$ cat src/shared/mdps_pkg.sv
// package: types and constants for the motor drive protection sequencer
package mdps_pkg;
	// ****************************************
	// timing
	// ****************************************
	localparam int CLK_PERIOD_NS = 20;
	localparam int ILIM_DELAY_NS = 3000;
	localparam int ILIM_DELAY_CYC = (ILIM_DELAY_NS + CLK_PERIOD_NS - 1) / CLK_PERIOD_NS;
	localparam int REFRESH_DIV = 5;
	localparam int PWM_PERIOD_CYC = 2500;
	localparam int REFRESH_CYC = PWM_PERIOD_CYC / REFRESH_DIV;

	// ****************************************
	// reset values
	// ****************************************
	localparam logic VCC_LOCK_RST = 1'b1;
	localparam logic [2:0] BS_LOCK_RST = 3'h7;

	// ****************************************
	// speed-command regions
	// ****************************************
	typedef enum logic [1:0] {
		MDPS_REG_OFF = 2'b00,
		MDPS_REG_CHARGE = 2'b01,
		MDPS_REG_NOCHARGE = 2'b10
	} mdps_region_t;

	// ****************************************
	// over-current recovery states
	// ****************************************
	typedef enum logic [1:0] {
		MDPS_OC_IDLE = 2'b00,
		MDPS_OC_TRIP = 2'b01,
		MDPS_OC_REFRESH = 2'b10
	} mdps_oc_state_t;

	// comparator flags from the analog front end, all asynchronous
	typedef struct packed {
		logic ilim;
		logic ocp;
		logic vcc_uv;
		logic vcc_ok;
		logic therm_hot;
		logic therm_cool;
		logic refresh_on;
		logic refresh_off;
		logic speed_above_off;
		logic speed_above_55;
	} mdps_flags_t;

	// gate commands: bit i of each side belongs to phase i
	typedef struct packed {
		logic [2:0] hs;
		logic [2:0] ls;
	} mdps_gates_t;

	localparam mdps_gates_t MDPS_GATES_OFF = '{hs: 3'h0, ls: 3'h0};
endpackage

$ cat src/hdl/mdps_sync.sv
// two-flop synchroniser for a bus of asynchronous levels
`timescale 1ns/10ps
module mdps_sync #(
	parameter int WIDTH = 1
) (
	input wire logic core_clk,
	input wire logic reset,
	input wire logic clk_en,
	input wire logic [WIDTH-1:0] async_in,
	output logic [WIDTH-1:0] sync_out
);
	logic [WIDTH-1:0] meta_q;
	logic [WIDTH-1:0] meta_d;
	logic [WIDTH-1:0] sync_q;
	logic [WIDTH-1:0] sync_d;

	initial
	begin
		if (WIDTH < 1)
			$error("mdps_sync: WIDTH must be at least 1");
	end

	always_comb
	begin
		meta_d = meta_q;
		sync_d = sync_q;
		if (clk_en)
		begin
			meta_d = async_in;
			sync_d = meta_q;
		end
	end

	always_ff @(posedge core_clk)
	begin
		if (reset)
		begin
			meta_q <= '0;
			sync_q <= '0;
		end
		else
		begin
			meta_q <= meta_d;
			sync_q <= sync_d;
		end
	end

	assign sync_out = sync_q;
endmodule

$ cat src/hdl/mdps_sequencer.sv
// protection and gate-gating sequencer of a three-phase brushless driver
`timescale 1ns/10ps
module mdps_sequencer
	import mdps_pkg::*;
#(
	parameter int ILIM_DELAY = ILIM_DELAY_CYC,
	parameter int REFRESH_LEN = REFRESH_CYC
) (
	input wire logic core_clk,
	input wire logic reset,
	input wire logic clk_en,
	input wire mdps_pkg::mdps_flags_t flags_async,
	input wire logic [2:0] bs_uv_async,
	input wire logic [2:0] bs_ok_async,
	input wire logic [2:0] hall_pos,
	input wire logic pwm_on,
	input wire mdps_pkg::mdps_gates_t gate_cmd,
	output mdps_pkg::mdps_gates_t gate_out,
	output logic ilim_active,
	output logic ocp_active,
	output logic vcc_lockout,
	output logic therm_lockout,
	output logic [2:0] bs_lockout
);
	import mdps_pkg::*;

	initial
	begin
		// both counters are 16 bits wide; longer spans need wider counters
		if (ILIM_DELAY < 1 || ILIM_DELAY > 65535)
			$error("mdps_sequencer: ILIM_DELAY out of range");
		if (REFRESH_LEN < 1 || REFRESH_LEN > 65535)
			$error("mdps_sequencer: REFRESH_LEN out of range");
	end

	// ****************************************
	// input synchronisers
	// ****************************************
	localparam int NSYNC = $bits(mdps_flags_t) + 6;
	logic [NSYNC-1:0] sync_vec;
	mdps_flags_t fl;
	logic [2:0] bs_uv;
	logic [2:0] bs_ok;

	// comparator levels are asynchronous; only the second flop is ever read
	mdps_sync #(.WIDTH(NSYNC)) u_sync (
		.core_clk(core_clk),
		.reset(reset),
		.clk_en(clk_en),
		.async_in({flags_async, bs_uv_async, bs_ok_async}),
		.sync_out(sync_vec)
	);
	assign fl = mdps_flags_t'(sync_vec[NSYNC-1:6]);
	assign bs_uv = sync_vec[5:3];
	assign bs_ok = sync_vec[2:0];

	// ****************************************
	// edge detection of same-domain inputs
	// ****************************************
	logic pwm_q;
	logic pwm_d;
	logic [2:0] hall_q;
	logic [2:0] hall_d;
	logic pwm_rise;
	logic pwm_fall;
	logic hall_edge;

	assign pwm_rise = pwm_on & ~pwm_q;
	assign pwm_fall = ~pwm_on & pwm_q;
	assign hall_edge = hall_pos != hall_q;

	// ****************************************
	// helpers
	// ****************************************
	// one lockout latch: a trip in the same cycle as a release keeps the lock
	function automatic logic f_lock_next(
		input logic lock_q,
		input logic trip,
		input logic clear
	);
		if (trip)
			return 1'b1;
		if (clear)
			return 1'b0;
		return lock_q;
	endfunction

	// ****************************************
	// protection latches
	// ****************************************
	logic ilim_q;
	logic ilim_d;
	logic [15:0] ilim_cnt_q;
	logic [15:0] ilim_cnt_d;
	logic vcc_q;
	logic vcc_d;
	logic therm_q;
	logic therm_d;
	logic [2:0] bs_q;
	logic [2:0] bs_d;
	mdps_oc_state_t oc_q;
	mdps_oc_state_t oc_d;

	always_comb
	begin
		ilim_d = ilim_q;
		ilim_cnt_d = ilim_cnt_q;
		vcc_d = vcc_q;
		therm_d = therm_q;
		bs_d = bs_q;
		oc_d = oc_q;
		if (clk_en)
		begin
			// delay counts only while the shunt stays above the limit level
			// a released limit times a fresh delay if the shunt is still high
			if (!fl.ilim || pwm_rise)
				ilim_cnt_d = 16'h0000;
			else if (ilim_cnt_q < 16'(ILIM_DELAY))
				ilim_cnt_d = ilim_cnt_q + 16'h0001;
			// a trip in the same cycle as the on edge wins over the release
			if (fl.ilim && ilim_cnt_q == 16'(ILIM_DELAY - 1))
				ilim_d = 1'b1;
			else if (pwm_rise)
				ilim_d = 1'b0;
			vcc_d = f_lock_next(vcc_q, fl.vcc_uv, fl.vcc_ok);
			therm_d = f_lock_next(therm_q, fl.therm_hot, fl.therm_cool);
			for (int i = 0; i < 3; i++)
				bs_d[i] = f_lock_next(bs_q[i], bs_uv[i], bs_ok[i]);
			// recovery pace comes from the timing-node comparators only
			case (oc_q)
				MDPS_OC_IDLE:
				begin
					if (fl.ocp)
						oc_d = MDPS_OC_TRIP;
				end
				MDPS_OC_TRIP:
				begin
					if (fl.refresh_on && !fl.ocp)
						oc_d = MDPS_OC_REFRESH;
				end
				MDPS_OC_REFRESH:
				begin
					if (fl.ocp)
						oc_d = MDPS_OC_TRIP;
					else if (fl.refresh_off)
						oc_d = MDPS_OC_IDLE;
				end
				default:
				begin
					oc_d = MDPS_OC_TRIP;
				end
			endcase
		end
	end

	// ****************************************
	// high-side enable and refresh pulse
	// ****************************************
	logic [2:0] hs_en_q;
	logic [2:0] hs_en_d;
	logic [15:0] rf_cnt_q;
	logic [15:0] rf_cnt_d;
	mdps_region_t region;

	always_comb
	begin
		// regions follow the synchronised comparators and lag the pin by two cycles
		if (!fl.speed_above_off)
			region = MDPS_REG_OFF;
		else if (fl.speed_above_55)
			region = MDPS_REG_NOCHARGE;
		else
			region = MDPS_REG_CHARGE;
	end

	always_comb
	begin
		hs_en_d = hs_en_q;
		rf_cnt_d = rf_cnt_q;
		pwm_d = pwm_q;
		hall_d = hall_q;
		if (clk_en)
		begin
			pwm_d = pwm_on;
			hall_d = hall_pos;
			// the level-shift pulse only exists on an edge; a blocked side waits
			if (hall_edge || pwm_rise)
				hs_en_d = 3'h7;
			hs_en_d = hs_en_d & ~bs_q & ~bs_uv;
			// a forced-off high side waits for a fresh edge before turning on again
			if (vcc_q || therm_q || oc_q != MDPS_OC_IDLE)
				hs_en_d = 3'h0;
			// a pwm fall in the charge region starts the window, and the next pwm on phase cuts it short
			if (pwm_fall && region == MDPS_REG_CHARGE)
				rf_cnt_d = 16'(REFRESH_LEN);
			else if (pwm_on || region != MDPS_REG_CHARGE)
				rf_cnt_d = 16'h0000;
			else if (rf_cnt_q != 16'h0000)
				rf_cnt_d = rf_cnt_q - 16'h0001;
		end
	end

	always_ff @(posedge core_clk)
	begin
		if (reset)
		begin
			ilim_q <= 1'b0;
			ilim_cnt_q <= 16'h0000;
			vcc_q <= VCC_LOCK_RST;
			therm_q <= 1'b0;
			bs_q <= BS_LOCK_RST;
			oc_q <= MDPS_OC_IDLE;
			hs_en_q <= 3'h0;
			rf_cnt_q <= 16'h0000;
			// edge detectors track their pins in reset, so release makes no false edge
			pwm_q <= pwm_on;
			hall_q <= hall_pos;
		end
		else
		begin
			ilim_q <= ilim_d;
			ilim_cnt_q <= ilim_cnt_d;
			vcc_q <= vcc_d;
			therm_q <= therm_d;
			bs_q <= bs_d;
			oc_q <= oc_d;
			hs_en_q <= hs_en_d;
			rf_cnt_q <= rf_cnt_d;
			pwm_q <= pwm_d;
			hall_q <= hall_d;
		end
	end

	// ****************************************
	// output gating
	// ****************************************
	mdps_gates_t gate_d;
	mdps_gates_t gate_q;
	logic all_off;

	// one registered stage costs a cycle but keeps the gate pins glitch-free
	assign all_off = vcc_q | therm_q | oc_q == MDPS_OC_TRIP;

	always_comb
	begin
		gate_d = gate_q;
		if (clk_en)
		begin
			// chopping is applied to the high side only
			gate_d.hs = gate_cmd.hs & hs_en_q & ~bs_q & {3{pwm_on}};
			if (ilim_q)
				gate_d.hs = 3'h0;
			gate_d.ls = gate_cmd.ls;
			if (rf_cnt_q != 16'h0000 && region == MDPS_REG_CHARGE)
				gate_d.ls = gate_d.ls | gate_cmd.hs;
			// over-current refresh wins over the pwm refresh and keeps the high side off
			if (oc_q == MDPS_OC_REFRESH)
			begin
				gate_d.hs = 3'h0;
				gate_d.ls = gate_cmd.hs;
			end
			if (region == MDPS_REG_OFF || all_off)
				gate_d = MDPS_GATES_OFF;
		end
	end

	always_ff @(posedge core_clk)
	begin
		if (reset)
			gate_q <= MDPS_GATES_OFF;
		else
			gate_q <= gate_d;
	end

	// status outputs are the latches themselves and need no extra stage
	assign gate_out = gate_q;
	assign ilim_active = ilim_q;
	assign ocp_active = oc_q != MDPS_OC_IDLE;
	assign vcc_lockout = vcc_q;
	assign therm_lockout = therm_q;
	assign bs_lockout = bs_q;
endmodule

$ cat config.mk
export PLATFORM = sky130hd
export DESIGN_NAME = mdps_sequencer
export DESIGN_NICKNAME = d
export VERILOG_FILES = /design/src/shared/mdps_pkg.sv /design/src/hdl/mdps_sync.sv /design/src/hdl/mdps_sequencer.sv
export SDC_FILE = /design/constraint.sdc
export NUM_CORES = 1
export LEC_CHECK = 0
export BUFFER_PORTS_ARGS = -buffer_cell sky130_fd_sc_hd__buf_2
export CORE_ASPECT_RATIO = 0.8
export CORE_MARGIN = 2
export CORE_UTILIZATION = 45
export CTS_CLUSTER_DIAMETER = 100
export CTS_CLUSTER_SIZE = 24
export DETAILED_ROUTE_END_ITERATION = 8
export PLACE_DENSITY = 0.67
export SYNTH_ARGS = -nofsm -noshare
export SYNTH_HDL_FRONTEND = slang
export SYNTH_SLANG_ARGS = --single-unit
$ cat constraint.sdc
create_clock -name core_clk -period 2.3 [get_ports core_clk]
set_clock_uncertainty 0.2 [all_clocks]
set_input_delay 0 -clock core_clk [delete_from_list [all_inputs] [get_ports core_clk]]
set_output_delay 0 -clock core_clk [all_outputs]
set_load 0.005 [all_outputs]
==> results of run 1 <==
## cell usage in the layout, fill, tap and decap left out, types with 3 or more instances in the layout
master,n
and3_1,3
o211ai_1,3
dfxtp_1,79
a31oi_1,3
nand4_1,3
o21ai_0,13
buf_2,41
and2_1,7
xor2_1,5
o41ai_1,3
o21a_1,3
nand3_1,8
clkbuf_8,9
nand2b_1,3
o31ai_1,5
or2_2,4
edfxtp_1,4
xnor2_1,3
a21o_1,3
mux2i_1,35
a221o_1,7
or3_1,6
nor4_1,4
a21oi_1,20
nor3b_1,3
dlygate4sd3_1,28
buf_4,19
nand2_1,26
a22o_1,3
nor2_1,68
nor3_1,6
inv_1,8
## Yosys cell counts (2+ instances only)
| library cell | instances |
|---|---|
| dfxtp_1 | 81 |
| nor2_1 | 68 |
| mux2i_1 | 35 |
| nand2_1 | 26 |
| a21oi_1 | 20 |
| clkbuf_1 | 13 |
| o21ai_0 | 13 |
| inv_1 | 10 |
| nand3_1 | 8 |
| nor3_1 | 8 |
| a221o_1 | 7 |
| and2_1 | 7 |
| or3_1 | 7 |
| nor4_1 | 5 |
| o31ai_1 | 5 |
| xor2_1 | 5 |
| edfxtp_1 | 4 |
| or2_2 | 4 |
| a21o_1 | 3 |
| a22o_1 | 3 |
| a31oi_1 | 3 |
| and3_1 | 3 |
| buf_1 | 3 |
| ha_1 | 3 |
| nand2b_1 | 3 |
| nand4_1 | 3 |
| nor3b_1 | 3 |
| o211ai_1 | 3 |
| o21a_1 | 3 |
| o41ai_1 | 3 |
| or4_1 | 3 |
| xnor2_1 | 3 |
| a2111oi_0 | 2 |
| a211oi_1 | 2 |
| a221oi_1 | 2 |
| buf_2 | 2 |
| nand3b_1 | 2 |
| nand4b_1 | 2 |
| or3_2 | 2 |
## final timing paths
path | end | depth (start not counted)
max | rf_cnt_q[0] | 7
min | hall_q[2] | 2
max reg2reg | rf_cnt_q[0] | 7
min reg2reg | ilim_cnt_q[12] | 1
## flip-flops by register name, indices dropped and copies added (netlist names)
signal / flops
u_sync.sync_out: 16
pwm_q: 1
ilim_active: 1
ilim_cnt_q: 16
hs_en_q: 3
u_sync.meta_q: 16
vcc_lockout: 1
rf_cnt_q: 16
bs_lockout: 3
gate_out: 6
hall_q: 3
oc_q: 2
therm_lockout: 1
## power groups by stage
stage / Clock (mW) / Sequential, mW / Combinational [mW]
3_5_place_dp: 0 / 1.60 / 0.322
2_1_floorplan: 0 / 1.59 / 0.216
6_report: 1.18 / 1.57 / 0.369
3_3_place_gp: 0 / 1.60 / 0.315
4_1_cts: 1.21 / 1.57 / 0.366
5_1_grt: 1.27 / 1.57 / 0.410
## area by class of cell
class / instances / area, um^2
fill: 704 / 3294
multi-input combinational: 281 / 1809
sequential: 85 / 1744
timing repair buffer: 88 / 628.1
clock buffer: 12 / 156.4
tap: 108 / 135.1
clock inverter: 3 / 68.82
inverter: 10 / 37.54
## routing by layer
metal / track usage (%) / vias up / share of wire, %
met1: 25.63 / 1429 / 49
met5: 0 / - / 0
met4: 5.897 / 0 / 1.1
li1: - / 1563 / -
met2: 32.30 / 49 / 47
met3: 3.960 / 8 / 3.3
## logic make-up after synthesis
family	after synthesis
AND/OR/NAND/NOR	158
flip-flops	85
AO/OA/AOI/OAI	76
multiplexers	36
buffers and inverters	28
XOR/XNOR	8
adder cells (fa/ha/maj)	3
## per-stage QoR
step                      hold slack (ns)  utilization (%)  instances
after global routing               0.1977            58.16        587
after global placement           0.008042            51.28        544
final                              0.1931            58.16        587
after detailed placement         0.009831            51.28        544
after CTS                          0.1748            58.08        587
after floorplan                   -0.1011                -        394
## critical path, stage by stage (launching register included)
cell and delay (ns):
dfxtp_2 0.33, inv_2 0.07, ha_4 0.13, or4b_4 0.47
or3_4 0.42, o21a_4 0.26, mux2_4 0.28, nor2_2 0.07
## what timing repair did
item                                    CTS  global route
resized for setup                         9             1
endpoints found under the hold margin    34             0
endpoints found under the setup margin    5            12
pin swaps                                 3             0
hold buffers                             28             0
==> flow_summary.toml, run 1 <==
[synthesis]
synth_nets = 426
synthDistinctLibCells = 51
synth_top_area_share_pct = 44.88
ys_warn_count = 0
yosysTopAreaCell = "dfxtp_1"
async_flop_share_pct = 0
synth.area.mux_share_pct = 10.01
synth_compound_area_share_pct = 14.75
yosys.area_share.simple_pct = 21.09
synth_flop_cell = "dfxtp_1"
synth_top_family_by_area = "simple AND/OR/NAND/NOR gates"
synthesis.area_um2 = 3613
synth-edff-count = 4
synthAdderAreaFrac_pct = 1.039
synth_cells = 394
synth_xor_area_share_pct = 1.939
ys_seq_elements = 85
synth_area_per_cell_um2 = 9.171
synth_top_cells_by_area = "dfxtp_1 45%, mux2i_1 9.7%, nor2_1 7.1%, edfxtp_1 3.3%, a21oi_1 2.8%"
yosysSeqAreaShare_pct = 48.20

[route]
drc = 0
ant_nets = 0
vias_per_cell = 5.194
vias = 3049
wl_per_cell_um = 13.66
wl_mm = 8.017
drt-initial-drc-count = 146
drt-pass1-iter-count = 4

[grt]
grt.total_usage_pct = 19.39
antenna_found_initial = 0
grt_pass1_vias = 3010
grt_max_degree = 54
grt_pass1_wl_mm = 13.88
grt_overflow = 0

[power]
p_leak_nw = 1.867
power_switching_share_pct = 23.29
power.clock.fraction_pct = 37.9
power_density_nw_per_um2 = 680.6
total_power_mw = 3.117
p_seq_share_pct = 50.3
power_frac_comb_pct = 11.8
p_sw_mw = 0.7259
peakVddDrop_uv = 384.9
p_int_mw = 2.391

[timing]
fmax_mhz = 436.2
tns_ns = 0
relSlewSlack_pct = 55.40
tightest_slew_ns = 0.6666
setup_ws_ns = 0.007461
hold_viol = 0
maxSlewViolCount = 0
setup-violations-final = 0
rsz0062_at_grt = "yes"
period_share_pct = 99.68
finalCriticalPeriod_ns = 2.293

[placed_design]
place.port_buffers = 41
placed_area_um2 = 4038
hpwl_mm = 5.560
gp_congestion = 0.8165
place_ws_ns = -0.05772

[clocking]
clock-sinks = 85
clock_path_buffers = 2
cts_setup_buffers = 0
cts_made_buffers = 9
clkTransAtPathRegs_ns = 0.09
cts_max_level = 3
root_buffer = "clkbuf_8"
cts_tree = "done"
clk_latency_ns = 0.35

[floorplan]
dieArea_um2 = 8767
start_util_pct = 45.89
core_um2 = 7874
io_pins = 42
num_rows = 29
die_h_um = 84.15
chipWidth_um = 104.2

[setup_path]
crit_type = "reg2reg"
critPathMaxFanout = 8
critical_path_required_ns = 2.38
worst_setup_path_end_kind = "flip-flop"
r2r_setup_slack_ns = 0.007
r2r_start = "rf_cnt_q[1]"
critPathLaunchType = "flip-flop"
cp.arrival_ns = 2.37
cp-startpoint = "rf_cnt_q[1]"

[finish]
layout.nets = 507
area_growth_pct = 26.73
layout-drive-gt1-share_pct = 20.25
final_area_um2 = 4579
antenna_cells = 0

[flow_run]
maxCapViolCount = 0

[run_status]
status = "complete, no violations"

[worst_hold_path]
min_from = "hall_pos[2]"
hold_class = "in2reg"
(Power assumes the default switching activity.)
==> inputs of run 2 (changes only) <==
- ABC_AREA: unset -> 1
==> run 2 against run 1 <==
  * Maximum frequency up 5.1%
  * Clock power shrank 5%
  * Synthesized area increased by 1.7%
  * Sequential power about the same
  * Register-to-register slack better by 0.11 ns
  * Global-route usage grew 0.61 points
  * Critical endpoint is now gate_out[1]
==> flow_summary.toml, run 2 <==
[run_status]
status = "complete, no violations"

[finish]
layout-drive-gt1-share_pct = 15.27
layout.nets = 611
layout_common_cells = "113 x nand2_1, 81 x dfxtp_1, 65 x inv_1"
layout_commonest_cell = "nand2_1"
fin_util_pct = 57.41
final_area_um2 = 4562
antenna_cells = 0
area_growth_pct = 24.10

[grt]
grt_max_degree = 25
grt.total_usage_pct = 20.00
antenna_found_initial = 0
grt_pass1_vias = 3199
grt_overflow = 0
grt_pass1_wl_mm = 14.44

[setup_path]
cp.arrival_ns = 2.23
critPathLaunchType = "flip-flop"
r2r_setup_slack_ns = 0.12
cp-startpoint = "rf_cnt_q[0]"
timing.rr.end = "gate_out[1]"
critPathMaxFanout = 4
worstRegToRegCells = 12
crit_path_end = "gate_out[1]"
critical_path_required_ns = 2.35
crit_type = "reg2reg"
r2r_start = "rf_cnt_q[0]"
worst_setup_path_end_kind = "flip-flop"

[synthesis]
yosysSeqAreaShare_pct = 47.38
synthDistinctLibCells = 33
synth_cells = 500
synthesis.area_um2 = 3676
yosysTopAreaCell = "dfxtp_1"
synth_area_per_cell_um2 = 7.352
synth_nets = 532
async_flop_share_pct = 0
synth_flop_cell = "dfxtp_1"
synth_top_area_share_pct = 44.11
synth-edff-count = 4
ys_warn_count = 0
synth.most_common_cell = "nand2_1"
synth_top_cells_by_area = "dfxtp_1 44%, nand2_1 12%, inv_1 6.6%, o21ai_0 5.9%, nor2_1 5.7%"
synth_common_cells = "114 x nand2_1, 81 x dfxtp_1, 65 x inv_1, 56 x nor2_1, 43 x o21ai_0"
ys_seq_elements = 85

[timing]
setup-violations-final = 0
period_share_pct = 94.88
rsz0062_at_grt = "no"
hold_viol = 0
fmax_mhz = 458.2
tightest_slew_ns = 0.5115
finalCriticalPeriod_ns = 2.182
tns_ns = 0
relSlewSlack_pct = 65.86
maxSlewViolCount = 0

[clocking]
root_buffer = "clkbuf_8"
clock-sinks = 85
cts_tree = "done"
clk_latency_ns = 0.36
cts_max_level = 3
clkTransAtPathRegs_ns = 0.09
cts_made_buffers = 9
clock_path_buffers = 2

[power]
power_density_nw_per_um2 = 673.3
total_power_mw = 3.072
peakVddDrop_uv = 402.6
p_leak_nw = 1.942

[route]
vias = 3385
drt-pass1-iter-count = 4
drt-initial-drc-count = 253
vias_per_cell = 4.899
drc = 0
ant_nets = 0
wl_mm = 8.440
wl_per_cell_um = 12.21

[placed_design]
gp_congestion = 0.8666
placed_area_um2 = 3979
hpwl_mm = 5.819
place.port_buffers = 41

[floorplan]
io_pins = 42
core_um2 = 7946
chipWidth_um = 105.1
die_h_um = 84.84
num_rows = 29
start_util_pct = 46.26
dieArea_um2 = 8912

[worst_hold_path]
hold_class = "in2reg"

[flow_run]
maxCapViolCount = 0
==> run 2: logic make-up (layout without fill, tap and decap cells) <==
| family | count (synthesis) | count (layout) | share of synthesized area [%] |
|---|---|---|---|
| AOI/OAI and AO/OA | 90 | 90 | 13.21 |
| xor gates and xnor gates | 7 | 7 | 1.668 |
| adders and majority gates | 3 | 3 | 1.021 |
| buffers and inverters | 84 | 167 | 9.190 |
| DFF | 85 | 85 | 47.38 |
| and+or+nand+nor | 231 | 231 | 27.54 |
==> run 2: metal layers <==
metal  wire length [um]  up-vias  share of wire (%)  track usage, %
met1               4008     1552                 47           25.25
li1                   -     1762                  -               -
met3                337        7                4.0           5.376
met4                 75        0               0.89           4.848
met2               4018       64                 48           34.36
met5                  0        -                  0               0
==> run 2: where the power goes <==
group,switching [mW],total (mW),internal [mW]
logic,0.228,0.387,0.159
clock network,0.545,1.12,0.571
registers,0.0323,1.57,1.54
total,0.805,3.07,2.27
==> run 2: how the worst min path moves through the flow <==
stage                   startpoint                end  slack [ns]  cells after the start
finish              flags_async[6]  u_sync.meta_q[12]        0.17                      4
global route        bs_ok_async[1]   u_sync.meta_q[1]        0.18                      4
CTS                 flags_async[6]  u_sync.meta_q[12]        0.15                      4
detailed placement  flags_async[5]  u_sync.meta_q[11]       0.002                      3
global placement    flags_async[0]   u_sync.meta_q[6]      -0.002                      3
floorplan              hall_pos[0]          hall_q[0]       -0.10                      0
==> run 2: timing repair <==
action                                  4_1_cts  5_1_grt
endpoints found under the setup margin        0        3
gates resized for setup                       0        2
hold endpoints to repair                     53        0
hold buffers                                 35        0
buffers inserted                              0        2
==> run 2: final cells by class <==
cell class                 count  area, um^2
multi-input combinational    331        1602
clock inverter                 5       63.81
sequential                    85        1742
fill                         742        3385
clock buffer                  10       148.9
inverter                      68       255.2
tap                          108       135.1
timing repair buffer          84       615.6
==> run 2: critical path: stages, from the launching register on <==
cell and delay, ns:
dfxtp_1 0.33, inv_1 0.09, ha_2 0.20, nand2_2 0.10, nor2_4 0.13, nand2_2 0.09
nand3_1 0.07, nand2_1 0.08, nand2_1 0.08, nand2_1 0.05, dlygate4sd3_1 0.56, nand2_1 0.06
nand2_1 0.04
==> run 2: per-stage QoR <==
| stage | hold slack [ns] | instances | worst slack (ns) |
|---|---|---|---|
| finish | 0.1728 | 691 | 0.1177 |
| global route | 0.1813 | 691 | 0.0003479 |
| CTS | 0.1537 | 689 | 0.07339 |
| detailed placement | 0.001889 | 639 | 0.5480 |
| global placement | -0.001843 | 639 | 0.5896 |
| floorplan | -0.1011 | 500 | 0.6729 |
